===== config.mk =====
export PLATFORM = sky130hd
export DESIGN_NAME = torque_off_supervisor
export DESIGN_NICKNAME = d
export VERILOG_FILES = /design/src/torque_off_pkg.sv /design/src/pin_sync.sv /design/src/torque_off_supervisor.sv
export VERILOG_INCLUDE_DIRS = /design/src
export SDC_FILE = /design/constraint.sdc
export NUM_CORES = 1
export LEC_CHECK = 0
export ABC_AREA = 1
export CAP_MARGIN = 10
export CORE_MARGIN = 1.5
export CORE_UTILIZATION = 45
export CTS_BUF_LIST = sky130_fd_sc_hd__clkbuf_16
export DETAILED_ROUTE_END_ITERATION = 7
export DONT_BUFFER_PORTS = 1
export GPL_ROUTABILITY_DRIVEN = 1
export MAX_ROUTING_LAYER = met4
export PLACE_DENSITY = 0.66
export SLEW_MARGIN = 0
export SYNTH_ARGS = -nofsm -noshare
export SYNTH_HDL_FRONTEND = slang
export SYNTH_SLANG_ARGS = --single-unit

===== constraint.sdc =====
create_clock -name mclk -period 3.91 [get_ports mclk]
set_clock_uncertainty 0.1 [all_clocks]
set_input_delay 0.5865 -clock mclk [delete_from_list [all_inputs] [get_ports mclk]]
set_output_delay 0.5865 -clock mclk [all_outputs]
set_load 0.005 [all_outputs]

===== src/torque_off_consts.svh =====
// Functional notes
// - Drive is permitted only while both torque-cut inputs stay high.
// - Either input low removes the gate-driver supply at once.
// - Input gating works apart from, and overrides, the processor drive request.
// - After a torque cut, no torque returns by itself, even after reset.
// - Function is off while the board jumper is fitted; removing it arms it.
// - Fault monitoring runs only when software sets the monitor enable bit.
// - After inputs return high, motor stays stopped until a fresh start command.
// - Without dedicated gating, general digital inputs one and two serve instead.
// - A torque-cut failure shows LED pattern 010, shared with voltage faults.
// - Undervoltage alongside a torque-cut fault is expected and treated as normal.
// - The gating path self-test runs after every power-on.
// - Self-test may also be started by command at any time.
// - A failed self-test stops switch drive, sets a flag, may drive an output.
// - Both inputs are sampled continuously every millisecond.
// - Input low while driver supply stays up sets the fault flag.
`ifndef TORQUE_OFF_CONSTS_SVH
`define TORQUE_OFF_CONSTS_SVH

`define CLK_PERIOD_NS      100
`define SAMPLE_TIME_NS     1000000
`define SAMPLE_CYCLES      (`SAMPLE_TIME_NS / `CLK_PERIOD_NS)
`define SETTLE_TIME_NS     100000
`define SETTLE_CYCLES      (`SETTLE_TIME_NS / `CLK_PERIOD_NS)

`define CTRL_OFFSET        8'h00
`define STATUS_OFFSET      8'h04
`define CTRL_RESET         32'h00000000

`define CTRL_MONITOR_BIT   0
`define CTRL_FAULTOUT_BIT  1
`define CTRL_START_BIT     2
`define CTRL_SELFTEST_BIT  3

`define ST_ACTIVE_BIT      0
`define ST_FAULT_BIT       1
`define ST_SWFAIL_BIT      2
`define ST_BUSY_BIT        3
`define ST_RUN_BIT         4
`define ST_INA_BIT         5
`define ST_INB_BIT         6
`define ST_JUMPER_BIT      7
`define ST_UNDERV_BIT      8
`define ST_OVERV_BIT       9
`define ST_SUPPLY_BIT      10

`define LED_IDLE           3'h0
`define LED_RUN            3'h1
`define LED_FAULT          3'h2

`endif


===== src/torque_off_pkg.sv =====
package torque_off_pkg;

    typedef enum logic [1:0] {
        ST_IDLE,
        ST_CUT,
        ST_SETTLE,
        ST_CHECK
    } selfTest_e;

    typedef struct packed {
        logic        cyc;
        logic        stb;
        logic        we;
        logic [7:0]  adr;
        logic [3:0]  sel;
        logic [31:0] dat;
    } wbReq_s;

    typedef struct packed {
        logic        ack;
        logic [31:0] dat;
    } wbRsp_s;

    typedef struct packed {
        logic        monitorEn;
        logic        faultOutEn;
        logic        stoFault;
        logic        switchFail;
        logic        runLatch;
        logic        pending;
        selfTest_e   phase;
        logic [15:0] sampleCnt;
        logic [15:0] settleCnt;
        logic        prevLow;
        logic        prevMismatch;
        logic        ack;
        logic [31:0] rdData;
        logic        gateEn;
        logic        switchEn;
        logic        faultOut;
        logic [2:0]  led;
    } supState_s;

endpackage


===== src/pin_sync.sv =====
`timescale 1ns/1ps
module pin_sync #(
    parameter int WIDTH = 1
) (
    input  wire logic             mclk,
    input  wire logic             sys_rst,
    input  wire logic [WIDTH-1:0] pinIn,
    output logic      [WIDTH-1:0] pinOut
);
    typedef struct packed {
        logic [WIDTH-1:0] stage1;
        logic [WIDTH-1:0] stage2;
        logic [WIDTH-1:0] stage3;
        logic [WIDTH-1:0] level;
    } syncState_s;

    syncState_s       cur_r;
    syncState_s       cur_nxt;
    logic [WIDTH-1:0] agree;

    if (WIDTH < 1) begin : gWidthCheck
        $error("pin_sync needs at least one bit");
    end

    // Stage one feeds only stage two; the filter looks at stages two and three.
    assign agree = ~(cur_r.stage2 ^ cur_r.stage3);

    always_comb begin
        cur_nxt        = cur_r;
        cur_nxt.stage1 = pinIn;
        cur_nxt.stage2 = cur_r.stage1;
        cur_nxt.stage3 = cur_r.stage2;
        cur_nxt.level  = (cur_r.level & ~agree) | (cur_r.stage2 & agree);
    end

    always_ff @(posedge mclk) begin
        if (sys_rst) begin
            cur_r <= '0;
        end else begin
            cur_r <= cur_nxt;
        end
    end

    assign pinOut = cur_r.level;

endmodule


===== src/torque_off_supervisor.sv =====
`timescale 1ns/1ps
`include "torque_off_consts.svh"
module torque_off_supervisor #(
    parameter int SAMPLE_CYCLES = `SAMPLE_CYCLES,
    parameter bit HW_GATING     = 1'b1
) (
    input  wire logic                   mclk,
    input  wire logic                   sys_rst,
    input  wire torque_off_pkg::wbReq_s wbReq,
    output torque_off_pkg::wbRsp_s      wbRsp,
    input  wire logic                   torqueCutInputA,
    input  wire logic                   torqueCutInputB,
    input  wire logic [1:0]             generalInput,
    input  wire logic                   jumperFitted,
    input  wire logic                   driverSupplyOk,
    input  wire logic                   undervoltageFlag,
    input  wire logic                   overvoltageFlag,
    input  wire logic                   motorDriveReq,
    output logic                        gateDriverSupplyEn,
    output logic                        powerSwitchEn,
    output logic                        faultOutput,
    output logic [2:0]                  statusLed
);
    import torque_off_pkg::*;

    localparam int SETTLE_CYCLES = `SETTLE_CYCLES;

    supState_s   cur_r;
    supState_s   cur_nxt;
    logic [7:0]  syncPins;
    logic        inA;
    logic        inB;
    logic        jumperIn;
    logic        supplyUp;
    logic        underIn;
    logic        overIn;
    logic        armed;
    logic        inHigh;
    logic        busReq;
    logic        wrCtrl;
    logic        wrStatus;
    logic        startWrite;
    logic        selfTestWrite;
    logic        faultClear;
    logic        swFailClear;
    logic        tick;
    logic        lowNow;
    logic        mismatchNow;
    logic        faultSet;
    logic        swFailSet;
    logic        stopRun;
    logic        gateNxt;
    logic [31:0] ctrlWord;
    logic [31:0] statusWord;

    if (SAMPLE_CYCLES < 16 || SAMPLE_CYCLES > 65535) begin : gSampleCheck
        $error("SAMPLE_CYCLES must lie between 16 and 65535");
    end
    if (SETTLE_CYCLES < 8 || SETTLE_CYCLES > 65535) begin : gSettleCheck
        $error("Settle count must lie between 8 and 65535");
    end

    ////////////////////////////////////////////////////////////////////////////////
    // Pin synchronisers. Everything from the connector is asynchronous to mclk.

    pin_sync #(
        .WIDTH (8)
    ) uPinSync (
        .mclk    (mclk),
        .sys_rst (sys_rst),
        .pinIn   ({overvoltageFlag, undervoltageFlag, driverSupplyOk, jumperFitted,
                   generalInput, torqueCutInputB, torqueCutInputA}),
        .pinOut  (syncPins)
    );

    // Variants without the dedicated gating circuit take general inputs one and two.
    assign inA      = HW_GATING ? syncPins[0] : syncPins[2];
    assign inB      = HW_GATING ? syncPins[1] : syncPins[3];
    assign jumperIn = syncPins[4];
    assign supplyUp = syncPins[5];
    assign underIn  = syncPins[6];
    assign overIn   = syncPins[7];

    // A fitted jumper disarms the function; the synchroniser resets to "armed".
    assign armed  = !jumperIn;
    assign inHigh = inA && inB;

    ////////////////////////////////////////////////////////////////////////////////
    // Wishbone slave decode. One wait state: ack follows the request edge.

    assign busReq        = wbReq.cyc && wbReq.stb && !cur_r.ack;
    assign wrCtrl        = busReq && wbReq.we && wbReq.sel[0] && (wbReq.adr == `CTRL_OFFSET);
    assign wrStatus      = busReq && wbReq.we && wbReq.sel[0] && (wbReq.adr == `STATUS_OFFSET);
    assign startWrite    = wrCtrl && wbReq.dat[`CTRL_START_BIT];
    assign selfTestWrite = wrCtrl && wbReq.dat[`CTRL_SELFTEST_BIT];
    assign faultClear    = wrStatus && wbReq.dat[`ST_FAULT_BIT];
    assign swFailClear   = wrStatus && wbReq.dat[`ST_SWFAIL_BIT];

    always_comb begin
        ctrlWord                     = `CTRL_RESET;
        ctrlWord[`CTRL_MONITOR_BIT]  = cur_r.monitorEn;
        ctrlWord[`CTRL_FAULTOUT_BIT] = cur_r.faultOutEn;
    end

    always_comb begin
        statusWord                 = '0;
        statusWord[`ST_ACTIVE_BIT] = armed && !inHigh;
        statusWord[`ST_FAULT_BIT]  = cur_r.stoFault;
        statusWord[`ST_SWFAIL_BIT] = cur_r.switchFail;
        statusWord[`ST_BUSY_BIT]   = cur_r.phase != ST_IDLE;
        statusWord[`ST_RUN_BIT]    = cur_r.runLatch;
        statusWord[`ST_INA_BIT]    = inA;
        statusWord[`ST_INB_BIT]    = inB;
        statusWord[`ST_JUMPER_BIT] = jumperIn;
        statusWord[`ST_UNDERV_BIT] = underIn;
        statusWord[`ST_OVERV_BIT]  = overIn;
        statusWord[`ST_SUPPLY_BIT] = supplyUp;
    end

    ////////////////////////////////////////////////////////////////////////////////
    // Periodic input check.

    assign tick        = cur_r.sampleCnt == 16'h0000;
    assign lowNow      = !inHigh;
    assign mismatchNow = inA != inB;

    // Two consecutive low samples are needed, so the supply has a full period to
    // drain after a genuine cut and a slow rail never raises a false fault.
    // A lasting mismatch between the inputs is a wiring fault and is flagged too.
    assign faultSet = tick && cur_r.monitorEn && armed &&
                      ((lowNow && cur_r.prevLow && supplyUp) ||
                       (mismatchNow && cur_r.prevMismatch));

    assign swFailSet = (cur_r.phase == ST_CHECK) && supplyUp;

    // A cut, a self-test failure or a running or pending self-test drops the run latch, a set fault flag does not; only a start write sets it.
    assign stopRun = (armed && !inHigh) || cur_r.switchFail || swFailSet ||
                     (cur_r.phase != ST_IDLE) || cur_r.pending;

    ////////////////////////////////////////////////////////////////////////////////
    // State update.

    always_comb begin
        cur_nxt = cur_r;

        if (wrCtrl) begin
            cur_nxt.monitorEn  = wbReq.dat[`CTRL_MONITOR_BIT];
            cur_nxt.faultOutEn = wbReq.dat[`CTRL_FAULTOUT_BIT];
        end

        if (tick) begin
            cur_nxt.sampleCnt    = 16'(SAMPLE_CYCLES - 1);
            cur_nxt.prevLow      = lowNow;
            cur_nxt.prevMismatch = mismatchNow;
        end else begin
            cur_nxt.sampleCnt = cur_r.sampleCnt - 16'h0001;
        end

        // Hardware sets win over a software clear in the same cycle.
        cur_nxt.stoFault   = faultSet || (cur_r.stoFault && !faultClear);
        cur_nxt.switchFail = swFailSet || (cur_r.switchFail && !swFailClear);

        cur_nxt.pending = selfTestWrite;
        case (cur_r.phase)
            ST_IDLE: begin
                if (cur_r.pending) begin
                    cur_nxt.phase = ST_CUT;
                end else begin
                    cur_nxt.pending = selfTestWrite || cur_r.pending;
                end
            end
            ST_CUT: begin
                cur_nxt.pending   = selfTestWrite || cur_r.pending;
                cur_nxt.settleCnt = 16'(SETTLE_CYCLES - 1);
                cur_nxt.phase     = ST_SETTLE;
            end
            ST_SETTLE: begin
                cur_nxt.pending = selfTestWrite || cur_r.pending;
                if (cur_r.settleCnt == 16'h0000) begin
                    cur_nxt.phase = ST_CHECK;
                end else begin
                    cur_nxt.settleCnt = cur_r.settleCnt - 16'h0001;
                end
            end
            ST_CHECK: begin
                cur_nxt.pending = selfTestWrite || cur_r.pending;
                cur_nxt.phase   = ST_IDLE;
            end
            default: begin
                cur_nxt.phase = ST_IDLE;
            end
        endcase

        // The latch is cleared at reset, so torque never resumes unasked.
        if (stopRun) begin
            cur_nxt.runLatch = 1'b0;
        end else if (startWrite) begin
            cur_nxt.runLatch = 1'b1;
        end

        // The processor request is only ever masked here, never used to open the gate.
        gateNxt          = (!armed || inHigh) && (cur_nxt.phase == ST_IDLE);
        cur_nxt.gateEn   = gateNxt;
        cur_nxt.switchEn = motorDriveReq && gateNxt && cur_nxt.runLatch &&
                           !cur_nxt.switchFail;
        cur_nxt.faultOut = cur_r.faultOutEn && (cur_nxt.stoFault || cur_nxt.switchFail);

        // Undervoltage is expected while the driver rail is cut, so it only
        // shares the fault pattern and triggers nothing else.
        if (cur_nxt.stoFault || cur_nxt.switchFail || underIn || overIn) begin
            cur_nxt.led = `LED_FAULT;
        end else if (cur_nxt.runLatch) begin
            cur_nxt.led = `LED_RUN;
        end else begin
            cur_nxt.led = `LED_IDLE;
        end

        cur_nxt.ack = busReq;
        if (busReq && !wbReq.we && wbReq.adr == `CTRL_OFFSET) begin
            cur_nxt.rdData = ctrlWord;
        end else if (busReq && !wbReq.we && wbReq.adr == `STATUS_OFFSET) begin
            cur_nxt.rdData = statusWord;
        end else begin
            cur_nxt.rdData = 32'h00000000;
        end
    end

    always_ff @(posedge mclk) begin
        if (sys_rst) begin
            cur_r           <= '0;
            cur_r.pending   <= 1'b1;
            cur_r.sampleCnt <= 16'(SAMPLE_CYCLES - 1);
            cur_r.led       <= `LED_IDLE;
        end else begin
            cur_r <= cur_nxt;
        end
    end

    assign wbRsp.ack          = cur_r.ack;
    assign wbRsp.dat          = cur_r.rdData;
    assign gateDriverSupplyEn = cur_r.gateEn;
    assign powerSwitchEn      = cur_r.switchEn;
    assign faultOutput        = cur_r.faultOut;
    assign statusLed          = cur_r.led;
endmodule


Word level (Yosys, flattened, before mapping)
Cells that the tools add are included.

operators by class
  add/subtract/negate cells = 2
  equal/unequal tests = 6
  multiplexer cells = 12
  bitwise logic cells = 7
  reduce and logical (&&, ||, !) cells = 60

operators with widths
  cell                     number
  $logic_not A16 Y1        2
  $pmux W16 S2             1
  $sub A16 B1 Y16 const B  2
  $logic_and A1 B1 Y1      29
  $and A8 B8 Y8            2
  $mux W16                 1
  $not A8 Y8               2
  $logic_or A1 B1 Y1       12
  $pmux W3 S4              1
  $mux W2                  5
  $eq A8 B3 Y1 const B     1
  $logic_not A8 Y1         1
  $or A8 B8 Y8             1
  $xor A8 B8 Y8            1
  $logic_not A1 Y1         7
  $reduce_or A2 Y1         3
  $eq A2 B2 Y1 const B     2
  $logic_not A2 Y1         2
  $mux W1                  4
  $reduce_bool A2 Y1       2
  $reduce_or A3 Y1         1
  $eq A2 B1 Y1 const B     1
  $ne A2 B2 Y1 const B     1
  $reduce_and A2 Y1        1
  other kinds (2)          2

storage, ports and cells
  bits in registers = 113
  output and inout bits = 39

Logic depth before layout (Yosys ltp)
Gate-level depths: netlist of the first run.

  depth in word-level cells = 14
  depth in mapped cells = 11
  depth with buffers taken out = 11

Modules after synthesis
Synthesis of the first run repeated with hierarchy kept, for this count alone.

unflattened totals
  cell total of the unflattened synthesis = 569
  area, all modules = 4256.6 µm²

modules (own cells, without submodules)
  module                 instances  cells each  area each (µm²)  sequential area each (µm²)
  torque_off_supervisor  1          453         3225.6           1181.1
  pin_sync               1          116         1031.0           640.6

Worst setup path before layout of the first run
Ideal clock, no wire load.

  kind = input -> register
  start = in wbReq[46] (netlist name)
  end = reg cur_r, in the netlist statusLed[1]
  setup time = 140 ps
  arrival time = 1323 ps
  data required time = 3670 ps
  slack = 2347 ps
  stages on the path = 7
  buffers on the path = 0
  cell sequence = nand3_1 nor2_2 nand3_1 nand2_1 nand2_1 nor2_1 a21oi_1

between the ends
  longest elaborated chain between the ends = 13
  elaborated cells between the ends (all ways) = 17
  classes of those cells = mux: 1; reduce/logical: 16

RTL lines
  what                                           line                                                        source
  start: declaration                             torque_off_supervisor.sv:9                                  input wire torque_off_pkg::wbReq_s wbReq,
  $logic_and A1 B1 Y1 * (2 in a row)             torque_off_supervisor.sv:91                                 assign busReq = wbReq.cyc && wbReq.stb && !cur_r.ack;
  $logic_and A1 B1 Y1 * (3 in a row)             torque_off_supervisor.sv:93                                 assign wrStatus = busReq && wbReq.we && wbReq.sel[0] && (wbReq.adr == `STATUS_OFFSET);
  $logic_and A1 B1 Y1, on equally long branches  torque_off_supervisor.sv:96, torque_off_supervisor.sv:97
  $logic_not A1 Y1, on equally long branches     torque_off_supervisor.sv:160, torque_off_supervisor.sv:161
  $logic_and A1 B1 Y1, on equally long branches  torque_off_supervisor.sv:160, torque_off_supervisor.sv:161
  $logic_or A1 B1 Y1, on equally long branches   torque_off_supervisor.sv:160, torque_off_supervisor.sv:161
  $logic_or A1 B1 Y1 * (3 in a row)              torque_off_supervisor.sv:210                                if (cur_nxt.stoFault || cur_nxt.switchFail || underIn || overIn) begin
  $mux W2 *                                      torque_off_supervisor.sv:210
  end signal: assignment                         torque_off_supervisor.sv:235                                cur_r <= cur_nxt;
  end: declaration                               torque_off_supervisor.sv:28                                 supState_s cur_r;

Mark *: on every way between the ends. The rest lies on a longest branch, timed or not.
A chain may end at the register's enable or synchronous reset.

Worst setup path in the final report of the first run
  start = reg cur_r[73] (netlist name)
  end = reg cur_r[53] (netlist name)

between the ends
  longest elaborated chain between the ends = 3
  elaborated cells between the ends (all ways) = 6
  classes of those cells = eq/ne: 3; mux: 1; reduce/logical: 2

RTL lines
  what                                                                        line                          source
  $eq A2 B2 Y1 / $eq A2 B1 Y1 (equally long branches)                         torque_off_supervisor.sv:164  case (cur_r.phase)
  $ne A2 B2 Y1 (no source line) / $reduce_bool A2 Y1 (equally long branches)  n/a
  $reduce_and A2 Y1 (no source line)                                          n/a

Several ways; a longest one is shown, not always the timed one.

==> results of run 1 <==
-- area by class of cell --
cell class / count / area [sq um] / area share (%)
clock buffers: 9 / 225.2 / 5.422
well taps: 108 / 135.1 / 3.253
flip-flops and latches: 83 / 1662 / 40.00
inverters: 59 / 221.5 / 5.331
clock inverters: 7 / 66.31 / 1.596
multi-input cells: 368 / 1844 / 44.40
-- state kept, by name, summed over array words and instances, names as in the netlist, named ones only --
register,count
cur_r,40
uPinSync.cur_nxt,12
wbRsp,12
uPinSync.cur_r,6
ctrlWord,2
statusLed,2
faultOutput,1
gateDriverSupplyEn,1
powerSwitchEn,1
-- cells by family after synthesis --
logic type	share of synthesized area, %
XOR/XNOR	1.542
other	0.09431
AO/OA/AOI/OAI	8.119
buffers and inverters	13.81
flip-flops	41.79
adder cells (fa/ha/maj)	2.832
AND/OR/NAND/NOR	31.81
-- placed cells by master, fill, tap and decap left out, types with 2 or more instances in the layout --
master / synthesis / routed
a21oi_2: 9 / 9
nand2_1: 81 / 81
ha_1: 9 / 9
clkbuf_16: 0 / 9
xnor2_1: 4 / 4
o21ai_0: 18 / 18
nor2_2: 10 / 10
or2_2: 2 / 2
nand4_1: 5 / 5
xor2_1: 3 / 3
nand2_4: 4 / 4
nand3_1: 34 / 34
inv_8: 0 / 3
nor2_1: 105 / 105
o21ai_1: 2 / 2
dfxtp_1: 83 / 83
inv_6: 0 / 2
nor3b_1: 7 / 7
inv_1: 58 / 58
nand3_2: 2 / 2
conb_1: 1 / 22
nor2_4: 5 / 5
nand2_2: 6 / 6
clkinvlp_4: 0 / 2
nor3_1: 10 / 10
a21oi_1: 24 / 24
-- report_power, final --
part	leakage [nW]	switching, mW	total, mW	internal [mW]
Combinational	0.875	0.545	0.823	0.278
Sequential	0.675	0.0601	0.972	0.912
Clock	0.138	0.373	0.821	0.448
-- worst register-to-register path, delay by kind of cell, from the launching register on --
| family | cells | cell delay (ns) |
|---|---|---|
| fa+ha+maj | 1 | 0.56 |
| flops | 1 | 0.34 |
| buf+inv | 2 | 0.35 |
| simple gates | 5 | 0.58 |
-- synthesized netlist by cell type, types with 2 or more instances --
| master | count | area share, % |
|---|---|---|
| a21oi_1 | 24 | 3.0 |
| a21oi_2 | 9 | 2.0 |
| buf_1 | 2 | 0.19 |
| buf_4 | 36 | 6.8 |
| clkbuf_1 | 5 | 0.47 |
| dfxtp_1 | 83 | 42 |
| ha_1 | 9 | 2.8 |
| inv_1 | 58 | 5.5 |
| nand2_1 | 81 | 7.6 |
| nand2_2 | 6 | 0.94 |
| nand2_4 | 4 | 1.1 |
| nand3_1 | 34 | 4.3 |
| nand3_2 | 2 | 0.50 |
| nand4_1 | 5 | 0.79 |
| nor2_1 | 105 | 9.9 |
| nor2_2 | 10 | 1.6 |
| nor2_4 | 5 | 1.4 |
| nor3_1 | 10 | 1.3 |
| nor3b_1 | 7 | 1.3 |
| o21ai_0 | 18 | 2.3 |
| o21ai_1 | 2 | 0.25 |
| or2_2 | 2 | 0.31 |
| xnor2_1 | 4 | 0.88 |
| xor2_1 | 3 | 0.66 |
-- how the worst max path moves through the flow --
stage	cells after the start	startpoint	end	slack (ns)
5_1_grt	8	cur_r[73]	cur_r[55]	1.69
4_1_cts	8	cur_r[73]	cur_r[53]	1.89
3_5_place_dp	8	cur_r[73]	cur_r[54]	1.94
3_3_place_gp	8	cur_r[73]	cur_r[54]	1.92
6_report	8	cur_r[73]	cur_r[53]	1.92
2_1_floorplan	7	wbReq[46]	statusLed[1]	2.35
-- routing by layer --
metal / vias up / track usage (%)
met5: - / -
met4: 0 / 5.797
met3: 9 / 4.552
met2: 72 / 26.14
met1: 1379 / 18.90
li1: 1599 / -
-- per-stage QoR --
| step | hold slack, ns | worst slack, ns | total power, mW | cell area (sq um) | utilization, % |
|---|---|---|---|---|---|
| after floorplan | 0.2785 | 2.347 | 1.740 | 4055 | - |
| after global placement | 0.2917 | 1.916 | 1.795 | 3862 | 44.73 |
| after detailed placement | 0.2936 | 1.938 | 1.811 | 3862 | 44.73 |
| after CTS | 0.2002 | 1.894 | 2.637 | 4154 | 48.10 |
| after global routing | 0.2002 | 1.686 | 2.794 | 4154 | 48.10 |
| final | 0.2092 | 1.919 | 2.616 | 4154 | 48.10 |
==> reports/results.tsv, run 1 <==
stage	metric	value	unit
outcome	outcome	finished, final reports clean	
drt	met3 WL post-DR	360	um
global_route	antenna violations before repair	0	
synthesis	Post-Syn Area	3976	sq um
synthesis	post-synthesis sequential area ratio	41.79	%
clocking	Sinks on Clock Net	83	
pwr	pwr dens	629.7	nW/um^2
critical_path	cell family with most CP delay	simple AND/OR/NAND/NOR gates	
timing	Max transition margin	60.32	%
place	DPL Wire Length	5047	um
floorplan	die span in x	97	um
global_route	total gr overflow	0	
clocking	Hold-fix buffers, CTS	0	
pwr	Max VDD drop	0.2935	mV
synthesis	warnings from Yosys	0	
drt	DRT met1 WL	3418	um
layout	Ant. Diodes	0	
synthesis	asr flop ratio synth	0	%
worst_hold_path	Hold Crit Start	sys_rst	
critical_path	CP Launch Type	flop	
floorplan	die area	9409	sq um
floorplan	I/O pin cnt	97	
layout	Final #Nets	588	
clocking	Clock Tree Root	clkbuf_16	
drt	Vias	3059	
layout	# fillers	852	
timing	final worst-path cycle share	50.92	%
synthesis	Yosys cell types	34	
drt	ANT nets after route	0	
job	Max Cap Viol	0	
drt	number of DRC markers in iteration 0	95	
critical_path	largest fanout on the critical path	14	
global_route	first-pass GRT wire length	12040	um
critical_path	reg2reg path depth	8	
floorplan	Core ar.	8636	sq um
floorplan	die height	97	um
worst_hold_path	hold path depth	1	
timing	Peak Freq	502.3	MHz
critical_path	WS Path Type	reg2reg	
drt	DRC Markers	0	
critical_path	Worst path max stage delay	0.55	ns
critical_path	CP Cell Sequence	inv_1, ha_1, inv_1, nand2_1, nand2_4, nor2_1, nor2_1, nor2_1	
drt	DRT Wirelength	7051	um
clocking	clk slew on worst S/H paths	0.07	ns
drt	detail-routed net length per standard cell	11.12	um
global_route	largest net degree at the start of global routing	46	
critical_path	Worst Path Required	4.08	ns
floorplan	initial core utilization	46.04	%
global_route	via count of the first global-routing pass	2769	
critical_path	CP most frequent cell	nor2_1	
timing	Slew @ Worst Pin	0.5952	ns
clocking	TritonCTS clock tree	done	
drt	Highest Signal Layer	met4	
timing	RSZ-0062 raised after global routing	false	
critical_path	Slowest cell on crit path	ha_1	
synthesis	synthesis-stage register bit count	83	
layout	layout cells sized above 1	11.03	%
timing	setup violators final	0	
synthesis	EDFF count, synth	0	
clocking	TritonCTS Buffers	9	
synthesis	syn avg cell area	7.446	sq um
clocking	Clock Path Buffers	2	
floorplan	row count	34	
timing	Setup TNS	0	ns
drt	DR pass1 iterations	4	
critical_path	worst flop-to-flop path startpoint	cur_r[73]	
worst_hold_path	Hold Crit Class	in2reg	
drt	total length of routed met2 wires	3160	um
layout	post-route insts no fill	634	
critical_path	R2R setup slack	1.92	ns
clocking	H-tree Lvls	3	
timing	Hold Vio Cnt, Final	0	
layout	area grow syn2layout	4.468	%
worst_hold_path	hold endpoint	cur_r[45]	
clocking	Post-CTS Repair Setup Buffers	0	
critical_path	RR Endpoint	cur_r[53]	
pwr	Leak	1.689	nW
global_route	GR Util All Layers	16.04	%
clocking	Worst-Skew Late Latency	0.34	ns
critical_path	Worst EP arrival	2.16	ns
critical_path	Buf+Inv Stages, Crit Path	2	
drt	via-per-instance ratio	4.825	
synthesis	Synth Instances	534	
place	Cells after DPL	618	
place	Final Wtd Congestion	0.8403	
clocking	CTS-repair resized insts	0	
synthesis	ys flop type	dfxtp_1	
timing	count of pins over their slew limit	0	
place	number of I/O port buffers	0	
timing	min cycle time layout	1.991	ns
critical_path	Worst Setup End Kind	flop	
No activity file was read; power rests on OpenSTA's default activity.
==> run 2: changes to the inputs <==
==> constraint.sdc (replaced) <==
create_clock -name mclk -period 1.87 [get_ports mclk]
set_clock_uncertainty 0.1 [all_clocks]
set_input_delay 0.2805 -clock mclk [delete_from_list [all_inputs] [get_ports mclk]]
set_output_delay 0.2805 -clock mclk [all_outputs]
set_load 0.005 [all_outputs]
==> run 2 against run 1 <==
Register-to-register slack got worse by 1.8 ns. Worst setup slack got worse by 1.8 ns. Final cell count rose by 1.7%. Non-clock buffer count rose by 11. Combinational power rose by 120%. Power rose by 110%. Critical path depth rose by 2. Clock power rose by 110%. Critical path type unchanged. Critical endpoint is now cur_r[67]. Largest power group unchanged.
==> reports/results.tsv, run 2 (synthesized netlist as in run 1, its figures left out) <==
stage	metric	value	unit	change
outcome	outcome	finished, final reports clean		
place	DPL Wire Length	5167	um	+2.4%
floorplan	die height	97	um	unchanged
timing	count of pins over their slew limit	0		unchanged
global_route	total gr overflow	0		unchanged
clocking	Clock Tree Root	clkbuf_16		
critical_path	worst flop-to-flop path startpoint	cur_r[57]		
drt	detail-routed net length per standard cell	11.34	um	+2.0%
global_route	largest net degree at the start of global routing	43		-6.5%
floorplan	die area	9409	sq um	unchanged
drt	ANT nets after route	0		unchanged
critical_path	Worst Path Required	2.00	ns	-2.08 ns
layout	Final #Nets	599		+1.9%
timing	Peak Freq	585.1	MHz	+16%
clocking	Clock Path Buffers	2		unchanged
drt	Vias	3100		+1.3%
layout	Post-Route Utilization	49.55	%	+1.4 points
layout	# fillers	844		-0.94%
drt	DRC Markers	0		unchanged
timing	min cycle time layout	1.709	ns	-0.2819 ns
place	number of I/O port buffers	0		unchanged
global_route	via count of the first global-routing pass	2861		+3.3%
clocking	clk slew on worst S/H paths	0.07	ns	about the same
pwr	combinational power share	32.3	%	+0.8 points
drt	via-per-instance ratio	4.806		-0.39%
pwr	Design Power	5.515	mW	+110%
worst_hold_path	Hold Crit Class	in2reg		
pwr	Internal	3.469	mW	+110%
critical_path	CP Launch Type	flop		
layout	final instance area	4279	sq um	+3.0%
global_route	GR Util All Layers	16.71	%	+0.67 points
drt	DR pass1 iterations	4		unchanged
timing	Setup TNS	0	ns	unchanged
global_route	antenna violations before repair	0		unchanged
pwr	Leak	1.744	nW	+3.3%
layout	max reg flops	40		unchanged
clocking	Post-CTS Repair Setup Buffers	0		unchanged
floorplan	initial core utilization	46.04	%	unchanged
floorplan	die span in x	97	um	unchanged
global_route	first-pass GRT wire length	12590	um	+4.6%
critical_path	CP Launch Point	cur_r[57]		
clocking	H-tree Lvls	3		unchanged
clocking	Worst-Skew Late Latency	0.33	ns	about the same
clocking	TritonCTS clock tree	done		
critical_path	Worst EP arrival	1.84	ns	-0.32 ns
place	placed cell area	3885	sq um	+0.58%
timing	RSZ-0062 raised after global routing	false		
layout	commonest non-fill, non-tap cell in the layout	nor2_1		
layout	layout cells sized above 1	11.55	%	+0.52 points
critical_path	largest fanout on the critical path	10		-4
layout	multi-input combinational cell area	1852	sq um	+0.41%
timing	setup violators final	0		unchanged
pwr	Max VDD drop	0.5791	mV	+97%
layout	Ant. Diodes	0		unchanged
layout	commonest non-fill, non-tap cells in the layout	105 x nor2_1, 83 x dfxtp_1, 81 x nand2_1, 58 x inv_1, 34 x nand3_1		
pwr	clock share of power	30.9	%	-0.5 points
timing	final worst-path cycle share	91.39	%	+40 points
timing	Hold Vio Cnt, Final	0		unchanged
clocking	TritonCTS Buffers	9		unchanged
place	Final Wtd Congestion	0.8433		+0.36%
layout	Top reg by flops	cur_r		
pwr	pwr dens	1289	nW/um^2	+100%
layout	area grow syn2layout	7.615	%	
place	pre-CTS WS	0.1745	ns	-1.764 ns
pwr	Sw Pwr	2.046	mW	+110%
job	Max Cap Viol	0		unchanged
floorplan	Core ar.	8636	sq um	unchanged
clocking	Sinks on Clock Net	83		unchanged
critical_path	Worst Setup End Kind	flop		
drt	number of DRC markers in iteration 0	74		-22%
floorplan	row count	34		unchanged
drt	DRT Wirelength	7316	um	+3.8%
timing	slack of the critical path	0.1610	ns	-1.758 ns
pwr	sequential fraction of design power	36.8	%	-0.4 points
worst_hold_path	Hold Crit Start	wbReq[0]		
layout	Reg area	1662	sq um	unchanged
floorplan	I/O pin cnt	97		unchanged
critical_path	WS Path Type	reg2reg		
pwr	Net Sw Frac	37.10	%	-0.28 points
[run 2: cell types whose count changed in the layout (fill, tap and decap cells not counted), sizes merged]
cell	previous run	this run
buf	0	4
dlygate4sd3	0	7
clkinv	0	2
inv	64	62
[run 2: cell type report]
class,count,area share [%]
clock inverter,7,1.667
sequential,83,38.83
timing repair buffer,11,2.632
inverter,59,5.175
tap,108,3.158
multi-input combinational,368,43.27
clock buffer,9,5.263
[run 2: power groups by stage]
stage / logic [mW] / registers (mW) / clock network (mW)
final: 1.78 / 2.03 / 1.70
after global routing: 2.06 / 2.05 / 1.82
after CTS: 1.78 / 2.03 / 1.74
after detailed placement: 1.74 / 2.07 / 0
after global placement: 1.71 / 2.07 / 0
after floorplan: 1.60 / 2.04 / 0
[run 2: final timing paths]
| path | end | slack, ns | cells past startpoint |
|---|---|---|---|
| setup / recovery | cur_r[67] | 0.16 | 10 |
| setup reg to reg | cur_r[67] | 0.16 | 10 |
| hold / removal | ctrlWord[0] | 0.03 | 2 |
| hold reg to reg | uPinSync.cur_nxt[13] | 0.30 | 2 |
[run 2: metrics by stage]
stage	hold slack, ns	instances
after detailed placement	0.2529	621
after global routing	0.03414	645
after global placement	0.2536	621
after CTS	0.02307	645
final	0.03120	645
after floorplan	0.2785	555
[run 2: worst max-delay path: stages, from the launching register on]
cell,delay (ns)
dfxtp_1,0.36
inv_1,0.09
ha_1,0.22
inv_1,0.06
nor2_1,0.04
nand4_1,0.11
nor2_2,0.09
nor2_4,0.22
inv_2,0.12
a21oi_1,0.12
o21ai_1,0.07
[run 2: what timing repair did]
action | in CTS | in global routing
setup endpoints to repair | 0 | 3
endpoints found under the hold margin | 48 | 0
resized for setup | 0 | 1
hold buffers | 8 | 0
[run 2: per-layer routing]
metal / global-route usage, % / part of all wire [%] / up-vias
li1: - / - / 1621
met4: 5.686 / 1.2 / 0
met2: 27.49 / 48 / 63
met1: 19.94 / 46 / 1409
met3: 4.263 / 4.8 / 7
met5: - / 0 / -
==> run 3: changes to the inputs <==
--- a/config.mk
+++ b/config.mk
@@ -9,13 +9,13 @@
 export ABC_AREA = 1
 export CAP_MARGIN = 10
 export CORE_MARGIN = 1.5
-export CORE_UTILIZATION = 45
+export CORE_UTILIZATION = 63
 export CTS_BUF_LIST = sky130_fd_sc_hd__clkbuf_16
 export DETAILED_ROUTE_END_ITERATION = 7
 export DONT_BUFFER_PORTS = 1
 export GPL_ROUTABILITY_DRIVEN = 1
 export MAX_ROUTING_LAYER = met4
-export PLACE_DENSITY = 0.66
+export PLACE_DENSITY = 0.85
 export SLEW_MARGIN = 0
 export SYNTH_ARGS = -nofsm -noshare
 export SYNTH_HDL_FRONTEND = slang
==> run 3 against run 2 <==
Sequential share of layout area is 0.24 points higher. Worst setup slack got worse by 0.053 ns. Clock power grew 4%. Global-route usage up 8.2 points. Hold slack got worse by 0.024 ns. Critical path depth unchanged. Flip-flop and latch count unchanged. Sequential power is essentially flat. Combinational power barely moved. Critical path type unchanged. Critical endpoint is now cur_r[71]. Largest cell class unchanged. Highest routed layer unchanged.
==> reports/results.tsv, run 3 (synthesized netlist as in run 1, its figures left out) <==
stage	metric	value	unit	change
outcome	outcome	finished, final reports clean		
layout	max reg flops	40		unchanged
pwr	Internal	3.567	mW	+2.8%
timing	Peak Freq	567.4	MHz	-3.0%
pwr	combinational power share	31.9	%	-0.4 points
layout	Ant. Diodes	0		unchanged
drt	DRT Wirelength	7823	um	+6.9%
drt	DRC Markers	0		unchanged
job	Max Cap Viol	0		unchanged
critical_path	CP Cell Sequence	inv_1, ha_1, inv_1, nor2_1, nand4_1, nor2_2, nor2_4, buf_4, o21ai_0, a21oi_1		
drt	Vias	3239		+4.5%
global_route	total gr overflow	0		unchanged
pwr	sequential fraction of design power	36.4	%	-0.4 points
place	DPL Wire Length	5263	um	+1.9%
global_route	largest net degree at the start of global routing	43		unchanged
layout	layout cells sized above 1	12.06	%	+0.51 points
place	placed cell area	3836	sq um	-1.3%
clocking	CTS-repair resized insts	0		unchanged
global_route	antenna violations before repair	0		unchanged
clocking	Sinks on Clock Net	83		unchanged
critical_path	reg2reg path depth	10		unchanged
timing	setup violators final	0		unchanged
global_route	GR Util All Layers	24.92	%	+8.2 points
drt	ANT nets after route	0		unchanged
critical_path	WS Path Type	reg2reg		
layout	area grow syn2layout	6.954	%	
clocking	TritonCTS Buffers	9		unchanged
place	Final Wtd Congestion	0.8828		+4.7%
floorplan	die area	6797	sq um	-28%
floorplan	die height	82.45	um	-15%
critical_path	Worst Path Required	1.99	ns	about the same
timing	worst hold slack	0.007134	ns	-0.02407 ns
layout	commonest non-fill, non-tap cells in the layout	105 x nor2_1, 83 x dfxtp_1, 81 x nand2_1, 58 x inv_1, 34 x nand3_1		
clocking	clk slew on worst S/H paths	0.06	ns	about the same
clocking	TritonCTS clock tree	done		
layout	final instance area	4253	sq um	-0.61%
drt	DR pass1 iterations	7		+3
clocking	Clock Path Buffers	2		unchanged
layout	Top reg by flops	cur_r		
clocking	Worst-Skew Late Latency	0.34	ns	about the same
critical_path	CP Launch Type	flop		
floorplan	row count	28		-18%
critical_path	Slowest cell on crit path	dfxtp_1		
critical_path	CP most frequent cell	inv_1		
layout	Final #Nets	601		+0.33%
floorplan	die span in x	82.45	um	-15%
timing	final worst-path cycle share	94.25	%	+2.9 points
timing	Hold Vio Cnt, Final	0		unchanged
pwr	pwr dens	1315	nW/um^2	+2.0%
global_route	first-pass GRT wire length	12620	um	+0.22%
drt	via-per-instance ratio	5.275		+9.8%
critical_path	Worst EP arrival	1.88	ns	+0.04 ns
timing	min cycle time layout	1.762	ns	+0.05347 ns
place	number of I/O port buffers	0		unchanged
pwr	Net Sw Frac	36.20	%	-0.90 points
floorplan	Core ar.	5991	sq um	-31%
timing	count of pins over their slew limit	0		unchanged
floorplan	I/O pin cnt	97		unchanged
worst_hold_path	Hold Crit Class	in2reg		
critical_path	largest fanout on the critical path	4		-6
critical_path	cell family with most CP delay	simple AND/OR/NAND/NOR gates		
clocking	Clock Tree Root	clkbuf_16		
pwr	Design Power	5.591	mW	+1.4%
layout	Post-Route Utilization	70.99	%	+21 points
pwr	Max VDD drop	0.8781	mV	+52%
timing	Setup TNS	0	ns	unchanged
worst_hold_path	hold path depth	2		unchanged
drt	detail-routed net length per standard cell	12.74	um	+12%
pwr	Leak	1.762	nW	+1.0%
drt	number of DRC markers in iteration 0	156		+110%
critical_path	Worst Setup End Kind	flop		
critical_path	Worst path max stage delay	0.32	ns	-0.04 ns
pwr	clock share of power	31.7	%	+0.8 points
global_route	via count of the first global-routing pass	3005		+5.0%
layout	commonest non-fill, non-tap cell in the layout	nor2_1		
critical_path	CP Depth	10		unchanged
floorplan	initial core utilization	66.37	%	+20 points
pwr	Sw Pwr	2.024	mW	-1.1%
critical_path	Buf+Inv Stages, Crit Path	3		unchanged
clocking	H-tree Lvls	3		unchanged
run 3: cell count changes in the layout (fill, tap and decap cells not counted):
| cell | delta |
|---|---|
| inv_6 | +2 |
| inv_8 | -2 |
| dlygate4sd3_1 | -1 |
| buf_4 | +3 |
| clkinv_4 | +1 |
| bufinv_16 | +1 |
| nand3_4 | -1 |
| clkinv_8 | -1 |
| clkinvlp_4 | -1 |
| nand3_2 | +1 |
run 3: cell type report:
| cell class | count | area, sq um |
|---|---|---|
| sequential | 83 | 1662 |
| tap | 75 | 93.84 |
| multi-input combinational | 368 | 1844 |
| clock buffer | 9 | 225.2 |
| timing repair buffer | 13 | 125.1 |
| inverter | 59 | 221.5 |
| clock inverter | 7 | 81.33 |
| fill | 434 | 1738 |
run 3: per-stage QoR:
stage	setup slack (ns)	cells
finish	0.1075	614
global route	-0.009772	614
floorplan	0.3092	555
CTS	0.1696	610
detailed placement	0.1952	587
global placement	0.2085	587
run 3: final timing paths:
| path | from | end | slack [ns] |
|---|---|---|---|
| worst max register to register | cur_r[57] | cur_r[71] | 0.11 |
| worst min register to register | uPinSync.cur_nxt[17] | uPinSync.cur_nxt[9] | 0.30 |
| worst min-delay path | wbReq[1] | ctrlWord[1] | 0.007 |
| worst max-delay path | cur_r[57] | cur_r[71] | 0.11 |
run 3: power by group through the flow:
stage                     Clock [mW]  Combinational, mW  Sequential, mW
final                           1.77               1.78            2.04
after global placement             0               1.68            2.06
after detailed placement           0               1.73            2.07
after CTS                       1.79               1.77            2.04
after global routing            1.86               2.03            2.05
after floorplan                    0               1.60            2.04
run 3: layer usage:
metal | part of all wire (%) | vias up | global-route usage [%]
met2 | 50 | 100 | 42.85
met3 | 5.6 | 23 | 6.044
met5 | 0 | - | -
met1 | 41 | 1485 | 26.58
li1 | - | 1631 | -
met4 | 2.9 | 0 | 12.54
run 3: what timing repair did:
item,CTS,global route
endpoints found under the hold margin,46,0
hold buffers,7,0
buffers inserted,0,4
setup endpoints to repair,0,1
